===== src/design/lbtc_regs.svh =====
`ifndef LBTC_REGS_SVH
`define LBTC_REGS_SVH

// Register indices; the byte address is four times the index
`define LBTC_IDX_MISC        8'h05
`define LBTC_IDX_BUCK_SS     8'h06
`define LBTC_IDX_BOOST_SS    8'h07
`define LBTC_IDX_RST_PULSE   8'h08

// Field positions
`define LBTC_BOOST_SWITCH_RATE_SEL_BIT        2
`define LBTC_CORE_V_MSB      1
`define LBTC_CORE_V_LSB      0
`define LBTC_BUCK_SS_MSB     2
`define LBTC_BUCK_SS_LSB     0
`define LBTC_BOOST_SS_MSB    2
`define LBTC_BOOST_SS_LSB    0
`define LBTC_RST_PULSE_MSB   1
`define LBTC_RST_PULSE_LSB   0

// Reset values of the fields
`define LBTC_BOOST_SWITCH_RATE_SEL_RST        1'h0
`define LBTC_CORE_V_RST      2'h0
`define LBTC_BUCK_SS_RST     3'h0
`define LBTC_BOOST_SS_RST    3'h0
`define LBTC_RST_PULSE_RST   2'h0

// Timing: clock rate and printed times in microseconds
`define LBTC_CLK_MHZ         100
`define LBTC_SS_STEP_US      500
`define LBTC_BOOST_SS_BASE   8
`define LBTC_RST_BASE_US     2000
`define LBTC_SS_STEP_CYC     (`LBTC_SS_STEP_US * `LBTC_CLK_MHZ)
`define LBTC_RST_BASE_CYC    (`LBTC_RST_BASE_US * `LBTC_CLK_MHZ)

`endif


===== src/design/lbtc_pkg.sv =====
package lbtc_pkg;

   // AXI response codes used by the slave
   typedef enum logic [1:0] {
      LBTC_RESP_OKAY   = 2'h0,
      LBTC_RESP_SLVERR = 2'h2
   } lbtc_resp_t;

   // Width of the decoded cycle counts
   typedef logic [23:0] lbtc_cyc_t;

endpackage : lbtc_pkg


===== src/design/lbtc_config_regs.sv =====
// Behaviour
// - Unimplemented upper bits: writes dropped, read zero
// - Bit 2 of 05h selects boost frequency
// - Bits 1..0 of 05h select core voltage
// - 06h bits 2..0: buck/LDO soft-start time
// - 07h bits 2..0: boost soft-start time
// - 08h bits 1..0: start-up reset pulse length
`timescale 1ns/1ps
`include "lbtc_regs.svh"

module lbtc_config_regs
   import lbtc_pkg::*;
#(
   parameter int unsigned ADDR_W          = 8,
   parameter int unsigned SS_STEP_CYCLES  = `LBTC_SS_STEP_CYC,
   parameter int unsigned RST_BASE_CYCLES = `LBTC_RST_BASE_CYC
) (
   // Clock, reset, enable
   input  wire logic              CLK_SYS,
   input  wire logic              RESETN,
   input  wire logic              CE,
   // AXI4-Lite write address
   input  wire logic [ADDR_W-1:0] AWADDR,
   input  wire logic              AWVALID,
   output logic                   AWREADY,
   // AXI4-Lite write data
   input  wire logic [31:0]       WDATA,
   input  wire logic [3:0]        WSTRB,
   input  wire logic              WVALID,
   output logic                   WREADY,
   // AXI4-Lite write response
   output logic [1:0]             BRESP,
   output logic                   BVALID,
   input  wire logic              BREADY,
   // AXI4-Lite read address
   input  wire logic [ADDR_W-1:0] ARADDR,
   input  wire logic              ARVALID,
   output logic                   ARREADY,
   // AXI4-Lite read data
   output logic [31:0]            RDATA,
   output logic [1:0]             RRESP,
   output logic                   RVALID,
   input  wire logic              RREADY,
   // Converter settings
   output logic                   BOOST_SWITCH_RATE_SEL,
   output logic [1:0]             CORE_BUCK_VOLTAGE_SEL,
   output logic [2:0]             BUCK_LDO_SOFTSTART_SEL,
   output logic [2:0]             BOOST_SOFTSTART_SEL,
   output logic [1:0]             RESET_PULSE_SEL,
   // Decoded times in clock cycles
   output lbtc_cyc_t              BUCK_LDO_SS_CYCLES,
   output lbtc_cyc_t              BOOST_SS_CYCLES,
   output lbtc_cyc_t              RESET_PULSE_CYCLES
);

   // Write channel state
   logic              aw_held_r;
   logic              w_held_r;
   logic              awready_r;
   logic              wready_r;
   logic              bvalid_r;
   logic [1:0]        bresp_r;
   logic [ADDR_W-1:0] waddr_r;
   logic [7:0]        wdata_r;
   logic              wlane0_r;
   // Read channel state
   logic              arready_r;
   logic              rvalid_r;
   logic [31:0]       rdata_r;
   logic [1:0]        rresp_r;
   // Handshake terms
   logic              aw_take;
   logic              w_take;
   logic              do_write;
   logic              ar_take;
   logic [7:0]        widx;
   logic              wmapped;
   // Field write enables and stored values
   logic              we_misc;
   logic              we_buck;
   logic              we_boost;
   logic              we_rst;
   logic              boost_switch_rate_sel_q;
   logic [1:0]        core_v_q;
   logic [2:0]        buck_ss_q;
   logic [2:0]        boost_ss_q;
   logic [1:0]        rst_len_q;
   // Decoded times
   lbtc_cyc_t         buck_cyc_r;
   lbtc_cyc_t         boost_cyc_r;
   lbtc_cyc_t         rst_cyc_r;

   // Byte address is four times the index
   function automatic logic [7:0] idx_of(input logic [ADDR_W-1:0] a);
      logic [ADDR_W-1:0] s;
      s      = a >> 2;
      idx_of = s[7:0];
   endfunction : idx_of

   // Read word assembly
   // Upper bits zero
   function automatic logic [32:0] read_word(input logic [ADDR_W-1:0] a, input logic f,
                                             input logic [1:0] v, input logic [2:0] s1,
                                             input logic [2:0] s2, input logic [1:0] r);
      logic [31:0] w;
      logic        hit;
      w   = 32'h0;
      hit = 1'b1;
      case (idx_of(a))
         `LBTC_IDX_MISC: begin
            w[`LBTC_BOOST_SWITCH_RATE_SEL_BIT]                    = f;
            w[`LBTC_CORE_V_MSB:`LBTC_CORE_V_LSB] = v;
         end
         `LBTC_IDX_BUCK_SS:   w[`LBTC_BUCK_SS_MSB:`LBTC_BUCK_SS_LSB]     = s1;
         `LBTC_IDX_BOOST_SS:  w[`LBTC_BOOST_SS_MSB:`LBTC_BOOST_SS_LSB]   = s2;
         `LBTC_IDX_RST_PULSE: w[`LBTC_RST_PULSE_MSB:`LBTC_RST_PULSE_LSB] = r;
         default:             hit = 1'b0;
      endcase
      read_word = {hit, w};
   endfunction : read_word

   // Handshakes; a write runs once both halves are held
   assign aw_take  = AWVALID && awready_r;
   assign w_take   = WVALID && wready_r;
   assign do_write = aw_held_r && w_held_r && !bvalid_r;
   assign ar_take  = ARVALID && arready_r;
   assign widx     = idx_of(waddr_r);
   assign wmapped  = (widx == `LBTC_IDX_MISC) || (widx == `LBTC_IDX_BUCK_SS) ||
                     (widx == `LBTC_IDX_BOOST_SS) || (widx == `LBTC_IDX_RST_PULSE);

   // Write address capture; ready drops while one is held
   always_ff @(posedge CLK_SYS or negedge RESETN) begin
      if (!RESETN) begin
         aw_held_r <= 1'b0;
         awready_r <= 1'b0;
         waddr_r   <= '0;
      end else if (CE) begin
         if (aw_take) begin
            aw_held_r <= 1'b1;
            awready_r <= 1'b0;
            waddr_r   <= AWADDR;
         end else if (do_write) begin
            aw_held_r <= 1'b0;
            awready_r <= 1'b1;
         end else begin
            awready_r <= !aw_held_r;
         end
      end
   end

   // Write data capture; only the low byte can carry fields
   always_ff @(posedge CLK_SYS or negedge RESETN) begin
      if (!RESETN) begin
         w_held_r <= 1'b0;
         wready_r <= 1'b0;
         wdata_r  <= 8'h00;
         wlane0_r <= 1'b0;
      end else if (CE) begin
         if (w_take) begin
            w_held_r <= 1'b1;
            wready_r <= 1'b0;
            wdata_r  <= WDATA[7:0];
            wlane0_r <= WSTRB[0];
         end else if (do_write) begin
            w_held_r <= 1'b0;
            wready_r <= 1'b1;
         end else begin
            wready_r <= !w_held_r;
         end
      end
   end

   // Write response; unmapped addresses answer SLVERR
   always_ff @(posedge CLK_SYS or negedge RESETN) begin
      if (!RESETN) begin
         bvalid_r <= 1'b0;
         bresp_r  <= LBTC_RESP_OKAY;
      end else if (CE) begin
         if (do_write) begin
            bvalid_r <= 1'b1;
            bresp_r  <= wmapped ? LBTC_RESP_OKAY : LBTC_RESP_SLVERR;
         end else if (bvalid_r && BREADY) begin
            bvalid_r <= 1'b0;
         end
      end
   end

   // Field write enables; byte lane 0 must be strobed
   assign we_misc  = do_write && wlane0_r && (widx == `LBTC_IDX_MISC);
   assign we_buck  = do_write && wlane0_r && (widx == `LBTC_IDX_BUCK_SS);
   assign we_boost = do_write && wlane0_r && (widx == `LBTC_IDX_BOOST_SS);
   assign we_rst   = do_write && wlane0_r && (widx == `LBTC_IDX_RST_PULSE);

   lbtc_field #(.W(1), .RST(`LBTC_BOOST_SWITCH_RATE_SEL_RST)) u_boost_switch_rate_sel (.clk(CLK_SYS), .rstn(RESETN), .ce(CE),
      .we(we_misc), .d(wdata_r[`LBTC_BOOST_SWITCH_RATE_SEL_BIT]), .q(boost_switch_rate_sel_q));

   lbtc_field #(.W(2), .RST(`LBTC_CORE_V_RST)) u_core_v (.clk(CLK_SYS), .rstn(RESETN), .ce(CE),
      .we(we_misc), .d(wdata_r[`LBTC_CORE_V_MSB:`LBTC_CORE_V_LSB]), .q(core_v_q));

   lbtc_field #(.W(3), .RST(`LBTC_BUCK_SS_RST)) u_buck_ss (.clk(CLK_SYS), .rstn(RESETN), .ce(CE),
      .we(we_buck), .d(wdata_r[`LBTC_BUCK_SS_MSB:`LBTC_BUCK_SS_LSB]), .q(buck_ss_q));

   lbtc_field #(.W(3), .RST(`LBTC_BOOST_SS_RST)) u_boost_ss (.clk(CLK_SYS), .rstn(RESETN), .ce(CE),
      .we(we_boost), .d(wdata_r[`LBTC_BOOST_SS_MSB:`LBTC_BOOST_SS_LSB]), .q(boost_ss_q));

   lbtc_field #(.W(2), .RST(`LBTC_RST_PULSE_RST)) u_rst_len (.clk(CLK_SYS), .rstn(RESETN), .ce(CE),
      .we(we_rst), .d(wdata_r[`LBTC_RST_PULSE_MSB:`LBTC_RST_PULSE_LSB]), .q(rst_len_q));

   // Read channel; one read in flight, address taken only when idle
   // Read returns stored fields
   always_ff @(posedge CLK_SYS or negedge RESETN) begin
      if (!RESETN) begin
         arready_r <= 1'b0;
         rvalid_r  <= 1'b0;
         rdata_r   <= 32'h0;
         rresp_r   <= LBTC_RESP_OKAY;
      end else if (CE) begin
         if (ar_take) begin
            logic [32:0] rw;
            rw        = read_word(ARADDR, boost_switch_rate_sel_q, core_v_q, buck_ss_q, boost_ss_q, rst_len_q);
            arready_r <= 1'b0;
            rvalid_r  <= 1'b1;
            rdata_r   <= rw[31:0];
            rresp_r   <= rw[32] ? LBTC_RESP_OKAY : LBTC_RESP_SLVERR;
         end else if (rvalid_r && RREADY) begin
            rvalid_r  <= 1'b0;
            arready_r <= 1'b1;
         end else begin
            arready_r <= !rvalid_r;
         end
      end
   end

   // Decoded times, registered so the outputs come from flops
   // Codes are small so the products never leave 24 bits
   // Buck/LDO time (code+1) steps
   always_ff @(posedge CLK_SYS or negedge RESETN) begin
      if (!RESETN) begin
         buck_cyc_r <= 24'h0;
      end else if (CE) begin
         buck_cyc_r <= 24'((24'(buck_ss_q) + 24'h1) * 24'(SS_STEP_CYCLES));
      end
   end

   always_ff @(posedge CLK_SYS or negedge RESETN) begin
      if (!RESETN) begin
         boost_cyc_r <= 24'h0;
      end else if (CE) begin
         boost_cyc_r <= 24'((24'(boost_ss_q) + 24'(`LBTC_BOOST_SS_BASE)) * 24'(SS_STEP_CYCLES));
      end
   end

   always_ff @(posedge CLK_SYS or negedge RESETN) begin
      if (!RESETN) begin
         rst_cyc_r <= 24'h0;
      end else if (CE) begin
         rst_cyc_r <= 24'(RST_BASE_CYCLES) << rst_len_q;
      end
   end

   // Port drive
   // Settings driven continuously
   assign AWREADY                = awready_r;
   assign WREADY                 = wready_r;
   assign BVALID                 = bvalid_r;
   assign BRESP                  = bresp_r;
   assign ARREADY                = arready_r;
   assign RVALID                 = rvalid_r;
   assign RDATA                  = rdata_r;
   assign RRESP                  = rresp_r;
   assign BOOST_SWITCH_RATE_SEL  = boost_switch_rate_sel_q;
   assign CORE_BUCK_VOLTAGE_SEL  = core_v_q;
   assign BUCK_LDO_SOFTSTART_SEL = buck_ss_q;
   assign BOOST_SOFTSTART_SEL    = boost_ss_q;
   assign RESET_PULSE_SEL        = rst_len_q;
   assign BUCK_LDO_SS_CYCLES     = buck_cyc_r;
   assign BOOST_SS_CYCLES        = boost_cyc_r;
   assign RESET_PULSE_CYCLES     = rst_cyc_r;

endmodule : lbtc_config_regs


===== src/design/lbtc_field.sv =====
`timescale 1ns/1ps
// One implemented register field: holds the last written value
module lbtc_field #(
   parameter int unsigned W   = 1,
   parameter logic [W-1:0] RST = '0
) (
   // Clock and control
   input  wire logic         clk,
   input  wire logic         rstn,
   input  wire logic         ce,
   // Write port
   input  wire logic         we,
   input  wire logic [W-1:0] d,
   // Stored value
   output logic      [W-1:0] q
);

   // Store on write, freeze while ce is low
   always_ff @(posedge clk or negedge rstn) begin
      if (!rstn) begin
         q <= RST;
      end else if (ce && we) begin
         q <= d;
      end
   end

endmodule : lbtc_field


===== config.mk =====
export PLATFORM = sky130hd
export DESIGN_NAME = lbtc_config_regs
export DESIGN_NICKNAME = d
export VERILOG_FILES = /design/src/design/lbtc_pkg.sv /design/src/design/lbtc_config_regs.sv /design/src/design/lbtc_field.sv
export VERILOG_INCLUDE_DIRS = /design/src /design/src/design
export SDC_FILE = /design/constraint.sdc
export NUM_CORES = 1
export LEC_CHECK = 0
export ABC_AREA = 1
export BUFFER_PORTS_ARGS = -buffer_cell sky130_fd_sc_hd__buf_2
export CELL_PAD_IN_SITES_DETAIL_PLACEMENT = 1
export CELL_PAD_IN_SITES_GLOBAL_PLACEMENT = 1
export CORE_UTILIZATION = 38
export DETAILED_ROUTE_END_ITERATION = 16
export GPL_ROUTABILITY_DRIVEN = 0
export HOLD_SLACK_MARGIN = 0.1
export PLACE_DENSITY_LB_ADDON = 0.12
export SLEW_MARGIN = 40
export SYNTH_ARGS = -nofsm -noshare
export SYNTH_HDL_FRONTEND = slang
export SYNTH_SLANG_ARGS = --single-unit
export TNS_END_PERCENT = 10

===== constraint.sdc =====
create_clock -name CLK_SYS -period 5.33 [get_ports CLK_SYS]
set_input_delay 1.3325 -clock CLK_SYS [delete_from_list [all_inputs] [get_ports CLK_SYS]]
set_output_delay 1.3325 -clock CLK_SYS [all_outputs]
set_load 0.05 [all_outputs]

# After elaboration in Yosys (flattened, before gate mapping)
# Cells that the tools add are included.
[totals]
regBits = 101
latch_bits = 0
ramBits = 0
romBits = 0
in_bits = 60
output_inout_bits = 124
elab_cells = 90
mem_count = 0
[op_classes]
n_addsub = 2
multipliers = 2
div = 0
n_lt_le_gt_ge = 0
eq_ne = 8
shifts = 1
mux = 20
bitwise_logic = 0
reduce_logical = 36
[op_table]
columns = ["operator", "n"]
rows = [
  ["$eq 6x3->1 const B", 6],
  ["$shl 18x2->24 const A", 1],
  ["$mul 5x12->17 const B", 1],
  ["$logic_and 1x1->1", 16],
  ["$mul 4x12->16 const B", 1],
  ["$mux 1", 16],
  ["$reduce_and 2->1", 8],
  ["$eq 6x4->1 const B", 2],
  ["$pmux 2 s4", 1],
  ["$reduce_bool 2->1", 4],
  ["$add 3x4->5 const B", 1],
  ["$add 3x1->4 const B", 1],
  ["$logic_not 1->1", 4],
  ["$mux 2", 2],
  ["$reduce_or 4->1", 1],
  ["$logic_or 1x1->1", 3],
  ["$pmux 1 s3", 1],
]

# Depth between registers and ports, before layout
[depth]
ltp_word = 6
ltp_mapped = 17
ltp_nobuf = 17

# By module
# A second synthesis with hierarchy kept.
[hier_totals]
cells_unflattened = 559
hier_area_um2 = 4628.2
[modules_own_cells]
columns = ["mod", "n_inst", "cells_per_inst", "area_per_inst_um2", "seq_area_each_um2"]
rows = [
  ["lbtc_config_regs", 1, 510, 4191.5, 1601.5],
  ["lbtc_field at u_boost_ss ...", 2, 13, 118.9, 75.1],
  ["lbtc_field at u_core_v ...", 2, 9, 78.8, 50.0],
  ["lbtc_field at u_boost_switch_rate_sel", 1, 5, 41.3, 25.0],
]

# Worst setup path after synthesis
# Ideal clock, no wire load.
[synth_path]
kind = "reg-to-reg"
from = "reg u_buck_ss.q[0]"
to = "reg buck_cyc_r[12], in the netlist BUCK_LDO_SS_CYCLES[12]"
setup_time_ns = 0.118
arrival_time_ns = 2.967
required_time_ns = 5.212
path_slack_ns = 2.245
stages_incl_launch_ff = 16
n_path_buf = 0
period_less_slack_ns = 3.085
path_cell_list = "dfrtp_1 > inv_2 > ha_1 > ha_1 > xor2_1 > inv_1 > ha_1 > a31o_2 > ha_1 > nand2_1 > o21ai_2 > inv_2 > o21ai_1 > nand2_1 > nand3_1 > nand2_1"
[synth_between]
elab_chain_cells = 2
[synth_rtl]
columns = ["element", "line_no", "source"]
rows = [
  ["start, declared", "lbtc_field.sv:15", "output logic [W-1:0] q"],
  ["start signal, assigned", "lbtc_field.sv:21", "q <= RST;"],
  ["start signal, assigned", "lbtc_field.sv:23", "q <= d;"],
  ["$add 3x1->4", "lbtc_config_regs.sv:241", "buck_cyc_r <= 24'((24'(buck_ss_q) + 24'h1) * 24'(SS_STEP_CYCLES));"],
  ["$mul 4x12->16", "lbtc_config_regs.sv:241", ""],
  ["end signal, assigned", "lbtc_config_regs.sv:241", ""],
  ["end, declared", "lbtc_config_regs.sv:89", "lbtc_cyc_t buck_cyc_r;"],
]
# Every way passes these cells.
# A chain may end at the register's enable or synchronous reset.

# Final worst setup path
[layout_path]
from = "reg u_buck_ss.q[0]"
to = "reg buck_cyc_r[14], in the netlist BUCK_LDO_SS_CYCLES[14]"
# Same word-level chain as after synthesis.

==> reports/qor.txt <==
CTS Hold Bufs - 0
CTS clk-pin slew, worst paths - 0.06 ns
Post-CTS Setup Bufs - 0
DRC viols - 0
final net count - 752
H-Tree Depth - 3
Die Span X - 113 um
fin. max-slew vios - 0
pin count of the biggest net entering global routing - 76
leakage power - 0.00304 uW
Die Y - 113 um
Register Area - 0.00188 sq mm
PortBufs - 91
initial core utilization - 0.389
setup TNS - 0 ns
fill cell count - 1499
clk sinks - 75
antenna fix cells - 0
gr ovfl total - 0
Clk Latency, worst-skew pair - 0.34 ns
Multi-input gate area - 0.00227 sq mm
most common cell after layout, fill and taps aside - nand2_1
CP Class - reg -> reg
CP Data Required Time - 5.59 ns
first-pass GRT wire length - 18600 um
CP max FO - 8
CTS max path bufs - 2
Seq/Total Area, Yosys - 0.401
placed cell count - 790
Final Power - 2600 uW
area grow syn2layout - 14.7%
Post-synth EDFFs - 0
Synth cell types - 43
vias per cell - 4.63
CTS tree - done
most frequent cells in the layout - nand2_1, buf_2, dfrtp_1, conb_1, inv_1
Slew HR - 0.521
maximum operating frequency - 0.308 GHz
Pwr Density - 484 mW/mm^2
Final HPWL DP - 8120 um
Hold WC Path Type - reg -> reg
Final ANT Viol Nets - 0
CTS resizes - 0
Tmin final - 3.24 ns
Yosys reg bits - 75
final non-filler cell total - 806
Ys Warns - 0
row count - 40
core area - 0.0120 sq mm
worst hold slack - 0.465 ns
Hold Path Stages - 2
Syn Std Cell Area - 0.00468 sq mm
unrepaired setup endpoints after global routing - false
total CTS buffers - 9
Final setup viols - 0
WL/cell - 13.7 um
GRT Overall Usage - 0.186
MaxCap Viol Count - 0
endpoints failing hold - 0
async set or reset register ratio after synthesis - 1.00
initial antenna violation count - 0
Clock Root Buffer - clkbuf_16
Max Clock Skew - 0.00681 ns
status - finished clean
Worst EP arrival - 3.50 ns
pin slew with the least headroom to its limit - 0.719 ns
die area - 0.0128 sq mm
reg2reg path depth - 14
peak supply drop - 0.232 mV
Final Cycle Share - 0.608
Post-Route WL - 11000 um
ratio of cells with drive above 1 in the final layout - 0.212
Post-Syn Instances - 569
routed via count - 3730
Setup crit start kind - flop
I/O pin count - 184
DRT iter0 DRCs - 68
vias in the first global route - 3804
DR pass1 iterations - 4
Critical Path End Type - flop
Avg Cell Area, Syn - 8.22 sq um
Synth Flop Type - dfrtp_1
## report_power, final
group          internal [uW]  total [uW]  switching, uW
clock network            462         714            252
logic                    247        1050            801
registers                712         835            123
total                   1420        2600           1180
## sequential cells by signal (all words and copies together) (netlist names), 3 cells and up
register / cells
wdata_r: 3
u_buck_ss.q: 3
waddr_r: 6
u_boost_ss.q: 3
RESET_PULSE_CYCLES: 9
BOOST_SS_CYCLES: 17
BUCK_LDO_SS_CYCLES: 16
RDATA: 3
## stage by stage
| step | util | cell area [sq um] | setup slack, ns |
|---|---|---|---|
| 3_3_place_gp | 0.417 | 5010 | 2.17 |
| 4_1_cts | 0.447 | 5360 | 2.05 |
| 5_1_grt | 0.447 | 5370 | 1.84 |
| 3_5_place_dp | 0.418 | 5010 | 2.12 |
| 6_report | 0.447 | 5370 | 2.09 |
| 2_1_floorplan | - | 4880 | 2.25 |
## critical path, stage by stage, from the launching register on
cell and delay, ns:
dfrtp_1 0.51, ha_1 0.27, or2_2 0.29, nand2_1 0.14, inv_1 0.10, ha_1 0.29
ha_1 0.37, ha_1 0.38, nand2_1 0.09, nand2_1 0.08, nand2_1 0.07, nand2_1 0.07
a21oi_1 0.29, nand3_1 0.11, o211ai_1 0.10
## final timing paths
| kind | startpoint | end | slack (ns) |
|---|---|---|---|
| min | BOOST_SS_CYCLES[4] | BOOST_SS_CYCLES[4] | 0.46 |
| min in group asynchronous | RESETN | BOOST_SS_CYCLES[15] | 0.98 |
| max in group asynchronous | RESETN | aw_held_r | 3.80 |
| max | u_buck_ss.q[0] | BUCK_LDO_SS_CYCLES[14] | 2.09 |
| min reg2reg | BOOST_SS_CYCLES[4] | BOOST_SS_CYCLES[4] | 0.46 |
| max reg2reg | u_buck_ss.q[0] | BUCK_LDO_SS_CYCLES[14] | 2.09 |
## layout make-up
cell class / instances / area share
clock buffers: 9 / 0.0420
flip-flops and latches: 75 / 0.350
clock inverters: 7 / 0.0231
well taps: 147 / 0.0343
repair buffers: 92 / 0.0875
multi-input cells: 420 / 0.424
inverters: 56 / 0.0394
## logic make-up after synthesis
kind of cell / after synthesis / synth area share
AO/OA/AOI/OAI: 61 / 0.0701
XOR/XNOR: 7 / 0.0131
adder cells (fa/ha/maj): 38 / 0.106
buffers and inverters: 129 / 0.157
flip-flops: 75 / 0.401
multiplexers: 2 / 0.00481
other: 1 / 0.000802
AND/OR/NAND/NOR: 256 / 0.247
## synthesized netlist by cell type, drive strengths merged, types with 3 or more instances
cell    number  area, sq um
nand2      171          664
dfrtp       75         1880
buf         71          515
inv         56          210
o21ai       37          189
ha          35          438
nor2        35          164
nand3       27          140
a21oi       14         70.1
nand4       11         83.8
a31oi        5         31.3
nor3         4         36.3
xor2         4         35.0
fa           3         60.1
nand3b       3         35.0
or2          3         18.8
xnor2        3         26.3
## metal layers
layer,global-route usage,up-vias,part of all wire
li1,-,1858,-
met1,0.238,1785,0.46
met2,0.313,75,0.49
met3,0.0295,12,0.032
met4,0.0763,0,0.017
met5,0,-,0
No activity file was read; power rests on OpenSTA's default activity.
